[src/shared/ibj_pkg.sv]
/*
 * Package for the increment and bit-jump execution block: opcodes,
 * instruction lengths, step sizes, RAM sizes, states and reset values.
 * Assumes the core delivers opcodes and operand bytes already fetched.
 */
package ibj_pkg;
    localparam logic [7:0]  OP_INC_IND_MASK = 8'hFE; // Low bit selects pointer
    localparam logic [7:0]  OP_INC_IND      = 8'h06;
    localparam logic [7:0]  OP_INC_PTR      = 8'hA3;
    localparam logic [7:0]  OP_JMP_BIT_SET  = 8'h20;
    localparam logic [15:0] JB_LENGTH       = 16'h0003;
    localparam logic [15:0] PTR_STEP        = 16'h0001;
    localparam logic [7:0]  BYTE_STEP       = 8'h01;
    localparam logic [15:0] PTR_RESET       = 16'h0000;
    localparam logic [15:0] PC_RESET        = 16'h0000;
    localparam int          RAM_DEPTH       = 256;
    localparam int          RAM_AW          = 8;
    localparam int          RAM_DW          = 8;

    typedef enum logic [1:0] {
        IBJ_IDLE,
        IBJ_RAM_WAIT,
        IBJ_SECOND
    } ibj_state_e;
endpackage

[src/hdl/ibj_exec.sv]
/*
 * Execution of the indirect RAM increment, the data pointer increment
 * and the jump-if-bit-set instruction.
 * Assumes the core presents a one-cycle i_start with the opcode, the
 * tested bit value and the displacement byte already fetched, and holds
 * the indirect pointer register values steady while the block is busy.
 */
//
// Overview of operation
// [RQ1] Opcode A3 adds one to data pointer pair
// [RQ2] Low byte wrap carries into high byte
// [RQ3] Pointer increment keeps flags, takes two cycles
// [RQ4] Opcode 20 branches when addressed bit one
// [RQ5] Target is PC plus three plus displacement
// [RQ6] Tested bit is never written back
// [RQ7] Opcode 0000011i increments RAM byte via pointer
`timescale 1ns/1ns
module ibj_exec
    import ibj_pkg::*;
(
    input  wire logic        i_core_clk,   // Core clock, 10 MHz
    input  wire logic        i_rst,        // Async reset, active high
    input  wire logic        i_start,      // Opcode valid, one-cycle pulse
    input  wire logic [7:0]  i_opcode,     // Fetched opcode byte
    input  wire logic [15:0] i_pc,         // Address of the opcode
    input  wire logic        i_bit_value,  // Value of addressed bit
    input  wire logic [7:0]  i_rel,        // Third byte, signed offset
    input  wire logic [7:0]  i_ind_ptr0,   // Indirect pointer register 0
    input  wire logic [7:0]  i_ind_ptr1,   // Indirect pointer register 1
    input  wire logic [7:0]  i_flags_in,   // Status flags from core
    output logic             o_busy,       // Instruction in progress
    output logic             o_done,       // Completion pulse
    output logic             o_pc_load,    // Load o_pc_next into PC
    output logic [15:0]      o_pc_next,    // Next program counter
    output logic             o_branch,     // Last jump was taken
    output logic [7:0]       o_pointer_low_byte,  // Data pointer low
    output logic [7:0]       o_pointer_high_byte, // Data pointer high
    output logic [7:0]       o_flags_out   // Status flags to core
);
    import ibj_pkg::*;

    // Cycle plan, counted from the edge that takes i_start:
    //   indirect RAM increment: the read is issued at the taking edge,
    //   the sum is written one edge later, done stands after that edge.
    //   Pointer increment: the pair steps at the taking edge and done
    //   follows one edge later, so the new pair is seen a cycle early.
    //   Jump: target and branch marker register at the taking edge;
    //   done and the PC load pulse follow together one edge later.
    // A start while busy is dropped, not queued: a queue would need a
    // second copy of every operand, and the core waits for done anyway.

    // Shared opcode decode
    function automatic logic is_inc_ind(input logic [7:0] op);
        is_inc_ind = (op & OP_INC_IND_MASK) == OP_INC_IND;
    endfunction

    ibj_state_e    state_q, state_d;
    logic [15:0]   ptr_q, ptr_d;
    logic [15:0]   pc_q, pc_d;
    logic          pc_load_q, pc_load_d;
    logic          done_q, done_d;
    logic          branch_q, branch_d;
    logic [7:0]    flags_q, flags_d;
    logic [7:0]    ram_addr_q, ram_addr_d;
    logic [7:0]    ram_rdata;
    logic          ram_we;
    logic [7:0]    ram_raddr;
    logic [15:0]   ptr_sum;
    logic [15:0]   rel_ext;
    logic [15:0]   jb_seq_pc;
    logic [15:0]   jb_taken_pc;
    logic          busy_q, busy_d;
    logic          is_jump_q, is_jump_d;

    // Sixteen-bit add carries low-byte wrap into the high byte
    assign ptr_sum   = ptr_q + PTR_STEP;                           // [RQ1] [RQ2]
    assign rel_ext   = {{8{i_rel[7]}}, i_rel};                     // [RQ5]
    // Sequential address first, then the displacement on top of it
    assign jb_seq_pc   = i_pc + JB_LENGTH;                         // [RQ5]
    assign jb_taken_pc = jb_seq_pc + rel_ext;                      // [RQ5]
    assign ram_raddr = i_opcode[0] ? i_ind_ptr1 : i_ind_ptr0;      // [RQ7]
    // Write back happens the cycle after the registered read returns.
    // The read issued in that cycle is discarded; no start is taken
    // while the write is pending, so no stale byte is ever summed.
    assign ram_we    = (state_q == IBJ_RAM_WAIT);

    ibj_ram #(
        .AW (RAM_AW),
        .DW (RAM_DW)
    ) u_ram (
        .i_core_clk (i_core_clk),
        .i_raddr    (ram_raddr),
        .o_rdata    (ram_rdata),
        .i_we       (ram_we),
        .i_waddr    (ram_addr_q),
        .i_wdata    (ram_rdata + BYTE_STEP)                        // [RQ7]
    );

    // Next-state and datapath decisions
    always_comb
    begin
        state_d    = state_q;
        ptr_d      = ptr_q;
        pc_d       = pc_q;
        pc_load_d  = 1'b0;
        done_d     = 1'b0;
        branch_d   = branch_q;
        flags_d    = i_flags_in;   // Pass-through: no flag is altered  [RQ3]
        ram_addr_d = ram_addr_q;
        case (state_q)
            IBJ_IDLE:
            begin
                if (i_start)
                begin
                    if (is_inc_ind(i_opcode))
                    begin
                        ram_addr_d = ram_raddr;                    // [RQ7]
                        state_d    = IBJ_RAM_WAIT;
                    end
                    else if (i_opcode == OP_INC_PTR)
                    begin
                        ptr_d   = ptr_sum;                         // [RQ1]
                        state_d = IBJ_SECOND;                      // [RQ3]
                    end
                    else if (i_opcode == OP_JMP_BIT_SET)
                    begin
                        // Bit is only read, never written          [RQ6]
                        pc_d     = jb_seq_pc;                      // [RQ5]
                        branch_d = i_bit_value;                    // [RQ4]
                        if (i_bit_value)
                            pc_d = jb_taken_pc;                    // [RQ4]
                        state_d  = IBJ_SECOND;                     // [RQ5]
                    end
                    // Any other opcode belongs elsewhere: no answer
                end
            end
            IBJ_RAM_WAIT:
            begin
                // Increment lands now; done marks the end of the two-cycle op
                done_d  = 1'b1;                                    // [RQ7]
                state_d = IBJ_IDLE;
            end
            IBJ_SECOND:
            begin
                // Only a jump asks the core to reload its PC; the
                // pointer increment leaves the PC alone
                pc_load_d = is_jump_q;                             // [RQ4]
                done_d    = 1'b1;                                  // [RQ3]
                state_d   = IBJ_IDLE;
            end
            default:
            begin
                // Unused encoding: recover to idle
                state_d = IBJ_IDLE;
            end
        endcase
    end

    // Registers; outputs other than o_busy come straight from these flops
    // so the core never sees decode glitches on them
    always_ff @(posedge i_core_clk or posedge i_rst)
    begin
        if (i_rst)
        begin
            state_q    <= IBJ_IDLE;
            ptr_q      <= PTR_RESET;
            pc_q       <= PC_RESET;
            pc_load_q  <= 1'b0;
            done_q     <= 1'b0;
            branch_q   <= 1'b0;
            flags_q    <= 8'h00;
            ram_addr_q <= 8'h00;
        end
        else
        begin
            state_q    <= state_d;
            ptr_q      <= ptr_d;
            pc_q       <= pc_d;
            pc_load_q  <= pc_load_d;
            done_q     <= done_d;
            branch_q   <= branch_d;
            flags_q    <= flags_d;
            ram_addr_q <= ram_addr_d;
        end
    end

    // Busy follows the next state, so it is high from the cycle after
    // the taking edge; that is what keeps a second start out. The jump
    // marker remembers which instruction is in flight, so the second
    // cycle knows whether to ask for a PC load.
    always_comb
    begin
        busy_d    = (state_d != IBJ_IDLE);
        is_jump_d = is_jump_q;
        if (i_start && state_q == IBJ_IDLE)
            is_jump_d = (i_opcode == OP_JMP_BIT_SET);
    end

    // Busy and jump marker registers
    always_ff @(posedge i_core_clk or posedge i_rst)
    begin
        if (i_rst)
        begin
            busy_q    <= 1'b0;
            is_jump_q <= 1'b0;
        end
        else
        begin
            busy_q    <= busy_d;
            is_jump_q <= is_jump_d;
        end
    end

    assign o_busy              = busy_q;
    assign o_done              = done_q;
    assign o_pc_load           = pc_load_q;
    assign o_pc_next           = pc_q;
    assign o_branch            = branch_q;
    assign o_pointer_low_byte  = ptr_q[7:0];
    assign o_pointer_high_byte = ptr_q[15:8];
    assign o_flags_out         = flags_q;
endmodule // ibj_exec

[src/hdl/ibj_ram.sv]
/*
 * Internal scratch RAM with registered read data and one write port.
 * Assumes a single clock; read and write may happen in the same cycle.
 * Contents start cleared; the array itself has no reset.
 */
`timescale 1ns/1ns
module ibj_ram #(
    parameter int AW = 8,
    parameter int DW = 8
) (
    input  wire logic          i_core_clk, // Core clock
    input  wire logic [AW-1:0] i_raddr,    // Read address
    output logic      [DW-1:0] o_rdata,    // Registered read data
    input  wire logic          i_we,       // Write enable
    input  wire logic [AW-1:0] i_waddr,    // Write address
    input  wire logic [DW-1:0] i_wdata     // Write data
);
    // Cleared at start so an increment always begins from a known byte
    logic [DW-1:0] mem_q [0:(1<<AW)-1] = '{default: '0};

    // Registered read keeps the path from the array short
    always_ff @(posedge i_core_clk)
    begin
        if (i_we)
            mem_q[i_waddr] <= i_wdata;
        o_rdata <= mem_q[i_raddr];
    end
endmodule // ibj_ram

[config.mk]
export PLATFORM = sky130hd
export DESIGN_NAME = ibj_exec
export DESIGN_NICKNAME = d
export VERILOG_FILES = /design/src/shared/ibj_pkg.sv /design/src/hdl/ibj_exec.sv /design/src/hdl/ibj_ram.sv
export SDC_FILE = /design/constraint.sdc
export NUM_CORES = 1
export LEC_CHECK = 0
export ABC_AREA = 0
export BUFFER_PORTS_ARGS = -buffer_cell sky130_fd_sc_hd__buf_2
export CORE_MARGIN = 2
export CORE_UTILIZATION = 50
export CTS_CLUSTER_SIZE = 14
export DETAILED_ROUTE_END_ITERATION = 12
export PLACE_DENSITY = 0.86
export SYNTH_ARGS = -nofsm -noshare
export SYNTH_HDL_FRONTEND = slang
export SYNTH_HIERARCHICAL = 1
export SYNTH_SLANG_ARGS = --single-unit
[constraint.sdc]
create_clock -name i_core_clk -period 1.9 [get_ports i_core_clk]
set_input_delay 0.285 -clock i_core_clk [delete_from_list [all_inputs] [get_ports i_core_clk]]
set_output_delay 0.285 -clock i_core_clk [all_outputs]
set_load 0.05 [all_outputs]
Word level (Yosys, flattened, before mapping):

Cells that the tools add are included.

* flip-flop bits (word level): 47
* output and inout port bits: 44
* logic and storage cells: 33
* bits of input ports: 60

* mux-type cells: 8
* add/sub/neg operators: 3
* bitwise operators: 2
* equality and inequality tests: 5
* reductions and logical operators: 6

Operator list (number)
* $add 16x1->16 const B: 1
* $add 16x16->16: 1
* $add 16x2->16 const B: 1
* $mux 16: 1
* $mux 2: 5
* $eq 8x6->1 const B: 1
* $eq 8x8->1 const B: 1
* $eq 7x2->1 const B: 1
* $reduce_and 5->1: 1
* $reduce_and 4->1: 1
* $eq 2x1->1 const B: 1
* $eq 2x2->1 const B: 1
* $logic_not 2->1: 1
* $mux 1: 2
* $not 1->1: 2
* $reduce_bool 2->1: 1
* $reduce_or 2->1: 1
* $logic_and 1x1->1: 1

Depth between registers and ports, before layout:

Gate-level depths: netlist of run 1.

* depth in word-level cells: 7
* mapped depth: 15
* mapped depth without buffers: 14

Worst setup path after synthesis of run 1:

OpenSTA, ideal clock, no wires.

* kind: input-to-reg
* start point: in i_pc[0]
* end point: reg pc_q[15], in the netlist o_pc_next[15]
* slack: -879 ps
* data required time: 1805 ps
* buffers on the path: 1
* setup time: 95 ps
* data arrival time: 2683 ps
* stages on the path: 15
* cells stage by stage: inv_1 ha_1 nor3_1 and2_1 nand3_1 xnor2_1 ha_1 clkbuf_1 nand4_1 nor2_1 nand3_1 o211a_1 xnor2_1 and3_1 o31ai_1

* word-level cells in the longest chain between the ends: 3

RTL lines
* from (decl): line ibj_exec.sv:25 `input wire logic [15:0] i_pc,`
* $add 16x2->16 (*): line ibj_exec.sv:79 `assign jb_seq_pc = i_pc + JB_LENGTH;`
* $add 16x16->16: line ibj_exec.sv:80 `assign jb_taken_pc = jb_seq_pc + rel_ext;`
* $mux 16 (*): line ibj_exec.sv:130 `if (i_bit_value)`
* to (signal assigned): line ibj_exec.sv:178 `pc_q <= pc_d;`
* to (decl): line ibj_exec.sv:59 `logic [15:0] pc_q, pc_d;`

Every way passes the cells marked *; elsewhere a longest branch is shown, timed or not.
A chain may end at the register's enable or synchronous reset.

Worst setup path in the final report of run 1:

Ends and elaborated chain as after synthesis.

==> results.md, run 1 <==
* H-tree levels at 2
* Fin. max-slew vios at 0
* Synth top area share at between 40% and 50%
* Hold crit path type: input port to asynchronous set/reset pin
* Initial core utilization at between 50% and 60%
* Initial DRT Pass Iterations at 5
* Slew margin rel. at 64.11%
* Placed instance area at 3988 um2
* Die Y at approximately 80 um
* YS warnings at 6
* Total CTS buffers at 5
* Skew-Pair Late Insertion Delay at 0.31 ns
* Worst Path Max Fanout at 6
* Area growth from synthesis to layout at 64.41%
* Tcrit/Tclk final at 143.1%
* First-pass GRT wire length at approximately 16000 um
* Crit path required time at 2.10 ns
* Clock Sinks at 47
* Post-synthesis cell type count at 38
* Final min period at roughly 2.7 ns
* Clk slew on worst S/H paths at about 0.10 ns
* PwrDens at about 630 nW/um2
* Post-route cell area at approximately 4800 um2
* FF+latch count, synth at between 40 and 50
* Least-Margin Pin Slew at 0.5375 ns
* Layout cells sized above 1 at 52.73%
* Lkg Pwr at approximately 0.0024 uW
* Unrepaired setup endpoints after global routing: yes
* Worst setup EP type: flop
* Core footprint at about 5600 um2
* Post-Syn Area per Cell at approximately 9.3 um2
* Synth Cell Area at 2908 um2
* Final setup skew at between 0.01 and 0.015 ns
* Row cnt at 27
* IO Pins at 104
* Die ar. at approximately 6400 um2
* Vias/cell at 6.300
* Fmax at between 300 and 400 MHz
* Synth area leaders: dfrtp_1, ha_1, xnor2_1
* Diodes inserted at 0
* DRT Wirelength at 12470 um
* DRC at 0
* Global route overflow at 0
* Post-DP HPWL at 6125 um
* Port buffer count at 87
* CTS tree: yes
* DRT iter0 DRCs at 295
* GRT Total Usage at approximately a third
* Final setup fails at 13
* Crit path kind: input port to flop
* Drt wl/cell at ~22 um
* Dpl ws at -0.9471 ns
* Initial antenna violation count at 0
* DIE WIDTH at between 80 and 90 um
* Routability cong. at slightly below 0.9
* Max Cap Viol at 0
* Status: complete, but fails checks
* Gate Count Post-Synth at approximately 310
* Post-route antenna net violation count at 0
* Vias in the first global route at ~3.4k
* Leading area contributor after synthesis: dfrtp_1
* Arrival time at the worst endpoint at 2.92 ns
* Register area share after synthesis at between 40% and 50%
* Final hold vios at 0
* Detailed-route via count at around 3.6k
* Synth Net Count at 396
* FFs w/ async S/R, synth at 100.0%
* Clk buf depth at 2
* EDFF count, synth at 0
* Final nets at 577
* Most common flop cell mapped by yosys: dfrtp_1
* Failing checks: setup timing
* Worst IR Drop VDD at roughly 440 uV
* Largest net degree at the start of global routing at 28
* Root Driver: clkbuf_8
* Final worst slack at -0.8191 ns
* Startpoint Class: input port
## repair_timing
item	4_1_cts	5_1_grt
resized for setup	56	37
hold buffers	0	0
buffers inserted	20	11
setup endpoints to repair	12	13
pin swaps	57	24
## where the power goes
group / internal, uW / leakage (uW) / switching [uW]
Combinational: 554 / 0.00176 / 751
Clock: 263 / 0.0000443 / 360
Sequential: 1050 / 0.000634 / 28.2
## cell usage after synthesis, types with 4 or more instances
master and instances:
inv_1 10, nand3_1 12, o21ai_0 18, nand4_1 9, nand2_1 41, nor2_1 21
xnor2_1 28, a22oi_1 4, a21oi_1 29, dfrtp_1 47, nor3_1 4, xor2_1 14
a21o_1 8, clkbuf_1 8, o211ai_1 4, and3_1 6, ha_1 22
## sequential cells by signal (all words and copies together), names as in the netlist
register and flops:
o_branch 1, o_busy 1, is_jump_q 1, state_q 2, o_done 1, o_pc_next 16, o_flags_out 8, o_pc_load 1
ptr_q 16
## layout by cell type, fill, tap and decap left out, drive strengths merged, types with 2 or more instances in the layout
master	netlist	routed
nor2	22	22
inv	10	10
and3	6	6
nand2	42	42
a21o	8	8
and4	4	4
a22oi	4	4
a21oi	29	29
clkinv	0	2
xnor2	28	28
xor2	14	14
a211oi	2	2
dfrtp	47	47
o21ai	18	18
ha	22	22
buf	1	183
o211ai	4	4
nand4	9	9
nand3	13	13
clkbuf	8	5
and2	3	3
mux2i	3	3
nor3	4	4
## path summary, 6_finish.rpt
kind / start / end / slack, ns / cells past startpoint
hold / removal: i_rst / o_flags_out[1] / 0.004 / 2
min in group i_core_clk: i_flags_in[1] / o_flags_out[1] / 0.07 / 1
setup reg to reg: state_q[0] / ptr_q[11] / 0.14 / 7
setup / recovery: i_pc[0] / o_pc_next[15] / -0.82 / 15
max in group asynchronous: i_rst / o_pc_next[6] / 1.23 / 3
hold reg to reg: ptr_q[15] / ptr_q[15] / 0.49 / 1
## through the flow
step                power [uW]  hold slack, ns  cells  utilization [%]  setup TNS [ns]
floorplan                 1648          0.3164    313                -          -2.780
global placement          1967          0.3491    528            71.54          -7.442
detailed placement        2001          0.3625    528            71.54          -8.595
CTS                       2756         0.01989    556            81.19          -1.948
global route              3093         0.04894    567            85.77          -6.464
finish                    3005        0.003943    567            85.77          -5.919
## critical path, stage by stage
cell and delay, ns:
buf_12 0.09, inv_12 0.03, ha_4 0.17, nor3_4 0.27
and2_4 0.25, xor2_2 0.08, ha_1 0.32, buf_4 0.19
nand4_1 0.16, nor2_1 0.17, nand3_1 0.12, o211a_1 0.18
xnor2_2 0.16, and3_1 0.19, o31ai_1 0.24
## cell families (layout without fill, tap and decap cells)
group,after synthesis,count (layout),share of synthesized area (%)
AOI/OAI and AO/OA,72,72,14.63
xor gates and xnor gates,42,42,12.65
adders and majority gates,23,23,10.15
buffers and inverters,19,201,2.582
DFF,47,47,40.45
muxes,4,4,1.420
and+or+nand+nor,106,106,18.12
## area by class of cell
| class | count | area [um2] |
|---|---|---|
| Timing Repair Buffer | 183 | 1246 |
| Multi-Input combinational cell | 247 | 2112 |
| Sequential cell | 47 | 1176 |
| Fill cell | 279 | 793.3 |
| Clock buffer | 5 | 68.82 |
| Tap cell | 72 | 90.09 |
| Inverter | 10 | 62.56 |
| Clock inverter | 3 | 25.02 |
## layer usage
layer	wire [um]	GRT usage, %	vias to the layer above
met3	1210	6.629	127
met1	4085	33.09	1659
met2	6016	58.75	333
li1	-	-	1453
met4	1153	18.14	0
met5	0	0	-
Note: power is estimated with default switching activity, not from simulation.
==> run 2: changes to the inputs <==
--- a/config.mk
+++ b/config.mk
@@ -5,13 +5,13 @@
 export SDC_FILE = /design/constraint.sdc
 export NUM_CORES = 1
 export LEC_CHECK = 0
-export ABC_AREA = 0
-export BUFFER_PORTS_ARGS = -buffer_cell sky130_fd_sc_hd__buf_2
+export ABC_AREA = 1
+export BUFFER_PORTS_ARGS = -buffer_cell sky130_fd_sc_hd__clkbuf_2
 export CORE_MARGIN = 2
-export CORE_UTILIZATION = 50
+export CORE_UTILIZATION = 52
 export CTS_CLUSTER_SIZE = 14
 export DETAILED_ROUTE_END_ITERATION = 12
-export PLACE_DENSITY = 0.86
+export PLACE_DENSITY = 0.87
 export SYNTH_ARGS = -nofsm -noshare
 export SYNTH_HDL_FRONTEND = slang
 export SYNTH_HIERARCHICAL = 1
==> run 2 against run 1 <==
  * Largest power group unchanged
  * Area after synthesis rose by 14%
  * The flow still finishes with violations (setup timing)
  * Fmax rose by 20%
  * Sequential cell count did not move
  * Clock skew fell by 0.0046 ns
  * Synthesized cell count rose by 40%
  * Largest cell class unchanged
  * Power rose by 7.0%
  * Sequential power barely moved
==> results.md, run 2 <==
* Root Driver: clkbuf_8
* First-pass GRT wire length at between 15000 and 20000 um
* Core footprint at ~6200 um2
* Routability cong. at approximately 0.92
* CTS tree: yes
* Final hold vios at 0
* Final setup skew at between 0.005 and 0.006 ns
* Hold Startpoint: i_flags_in[6]
* Initial DRT Pass Iterations at 4
* H-tree levels at 2
* Least-Margin Pin Slew at 0.4693 ns
* Synth area leaders: dfrtp_1, nand2_1, ha_1
* Synth Cell Area at 3317 um2
* Startpoint Class: input port
* Hold crit path type: input port to flop
* Max Cap Viol at 0
* Post-route antenna net violation count at 0
* Clock Sinks at between 40 and 50
* Post-synthesis cell type count at 39
* Detailed-route via count at ~4k
* Count leader, synth: nand2_1
* Commonest non-fill, non-tap cell in the layout: nand2_1
* Initial antenna violation count at 0
* GRT Total Usage at a little under a third
* Status: complete, but fails checks
* Vias in the first global route at 3842
* DRC at 0
* Synth top area share at a little over a third
* Crit. Startpoint: i_pc[0]
* Slowest CP cell: ha_2
* Drt wl/cell at between 15 and 20 um
* Row cnt at 29
* Tcrit/Tclk final at 119.5%
* DIE WIDTH at between 80 and 90 um
* P_sw at approximately 1200 uW
* Unrepaired setup endpoints after global routing: yes
* Setup TNS at -2.675 ns
* Worst setup EP type: flop
* Skew-Pair Late Insertion Delay at 0.30 ns
* Sequential power share at between 30% and 40%
* Arrival time at the worst endpoint at 2.45 ns
* Die Y at ~84 um
* Post-DP HPWL at 6917 um
* Vias/cell at about 5.7
* Layout cells sized above 1 at roughly 47%
* Net switching fraction of the power at a little under two fifths
* Initial core utilization at 53.15%
* Area growth from synthesis to layout at 55.07%
* Post-route cell area at 5144 um2
* Port buffer count at slightly below 90
* Final worst slack at -0.3698 ns
* Crit path kind: input port to flop
* Crit path required time at 2.08 ns
* PwrDens at 625.0 nW/um2
* Most frequent cells in the layout: nand2_1, clkbuf_2, buf_4, dfrtp_1, inv_1
* Clk slew on worst S/H paths at 0.09 ns
* Final setup fails at 12
* DRT iter0 DRCs at between 200 and 250
* Clk buf depth at 2
* Synth Net Count at between 500 and 600
* Lkg Pwr at 0.002676 uW
* Cell chain of the critical path: clkbuf_16 > inv_6 > ha_4 > nor2_4 > nand2_2 > xnor2_2 > ha_2 > nand2_1 > buf_4 > nor2_1 > nand2_1 > nand2_1 > nand2_1 > nand3_1 > nand3_1
* Most common flop cell mapped by yosys: dfrtp_1
* Most instantiated cells after synthesis: nand2_1, inv_1, dfrtp_1
* FF+latch count, synth at 47
* Slew margin rel. at just under 70%
* CP peak stage delay at ~0.43 ns
* P_int at approximately 2000 uW
* Top delay family on crit path: simple AND/OR/NAND/NOR gates
* Worst Path Max Fanout at 4
* Fmax at 440.6 MHz
* FFs w/ async S/R, synth at between 90% and 100%
* Final min period at 2.270 ns
* Worst r2r src: state_q[0]
* Placed instance area at between 4000 and 5000 um2
* Post-Syn Area per Cell at 7.556 um2
* Diodes inserted at 0
* Layout fillers at between 300 and 400
* Global route overflow at 0
* Top cell by count, worst path: nand2_1
* Worst IR Drop VDD at ~600 uV
* Combinational Power Share at around two fifths
* Failing checks: setup timing
* Buf/Inv on CP at 3
* EDFF count, synth at 0
* Leading area contributor after synthesis: dfrtp_1
* Gate Count Post-Synth at around 440
* DRT Wirelength at 11890 um
* Die ar. at 7033 um2
* Total CTS buffers at 5
* IO Pins at around 100
* Final nets at 688
* Register area share after synthesis at 35.46%
* Clock Power Share at a little under a quarter
* YS warnings at 6
* Fin. max-slew vios at 0
* Largest net degree at the start of global routing at 27
[run 2: what timing repair did]
action	in CTS	in global routing
endpoints found under the hold margin	13	0
pin swaps	34	22
hold buffers	1	0
setup buffers	14	6
resized for setup	63	36
endpoints found under the setup margin	11	16
[run 2: kinds of logic after synthesis]
kind of cell             synth area share (%)
adder cells (fa/ha/maj)                 8.902
AND/OR/NAND/NOR                         33.84
AO/OA/AOI/OAI                           6.677
buffers and inverters                   7.469
XOR/XNOR                                7.657
flip-flops                              35.46
[run 2: worst paths after layout]
check,to,slack (ns),depth (start not counted)
max reg2reg,o_pc_next[6],0.11,8
min in group asynchronous,o_flags_out[3],0.54,3
max,o_pc_next[10],-0.37,15
min reg2reg,o_pc_next[15],0.49,2
max in group asynchronous,o_done,0.85,4
min,o_flags_out[6],0.09,1
[run 2: power by group through the flow]
stage | sequential, uW | combinational [uW] | clock [uW]
floorplan | 1310 | 436 | 0
global placement | 1120 | 968 | 0
detailed placement | 1120 | 1000 | 0
CTS | 1100 | 1160 | 773
global route | 1110 | 1410 | 816
finish | 1100 | 1350 | 767
[run 2: per-stage QoR]
stage / total power, uW / setup WS, ns / std cells / hold slack [ns] / utilization, %
3_5_place_dp: 2124 / -0.7103 / 654 / 0.3111 / 70.29
2_1_floorplan: 1746 / -0.2430 / 439 / 0.3164 / -
6_report: 3215 / -0.3698 / 683 / 0.08581 / 82.42
4_1_cts: 3033 / -0.2174 / 677 / 0.07905 / 78.77
3_3_place_gp: 2085 / -0.5610 / 654 / 0.3041 / 70.29
5_1_grt: 3333 / -0.4368 / 683 / 0.06955 / 82.42
[run 2: area by class of cell]
type / instances / area, um2 / area share, %
clock buffers: 6 / 82.58 / 1.605
clock inverters: 2 / 35.03 / 0.6811
inverters: 61 / 235.2 / 4.573
multi-input cells: 328 / 2445 / 47.53
flip-flops and latches: 47 / 1176 / 22.87
well taps: 77 / 96.34 / 1.873
repair buffers: 162 / 1074 / 20.87
[run 2: worst reg2reg max path, stage by stage, from the launching register on]
cell and delay [ns]:
dfrtp_1 0.39, inv_1 0.09, ha_2 0.24, inv_1 0.08
nor3_2 0.24, nand3_2 0.24, inv_2 0.21, nand2_1 0.12
nand3_2 0.11
[run 2: layer usage]
metal  wire [um]  global-route usage (%)
met1        4180                   34.28
met2        6010                   54.76
met3         932                   5.539
met4         764                   16.57
met5           0                       0
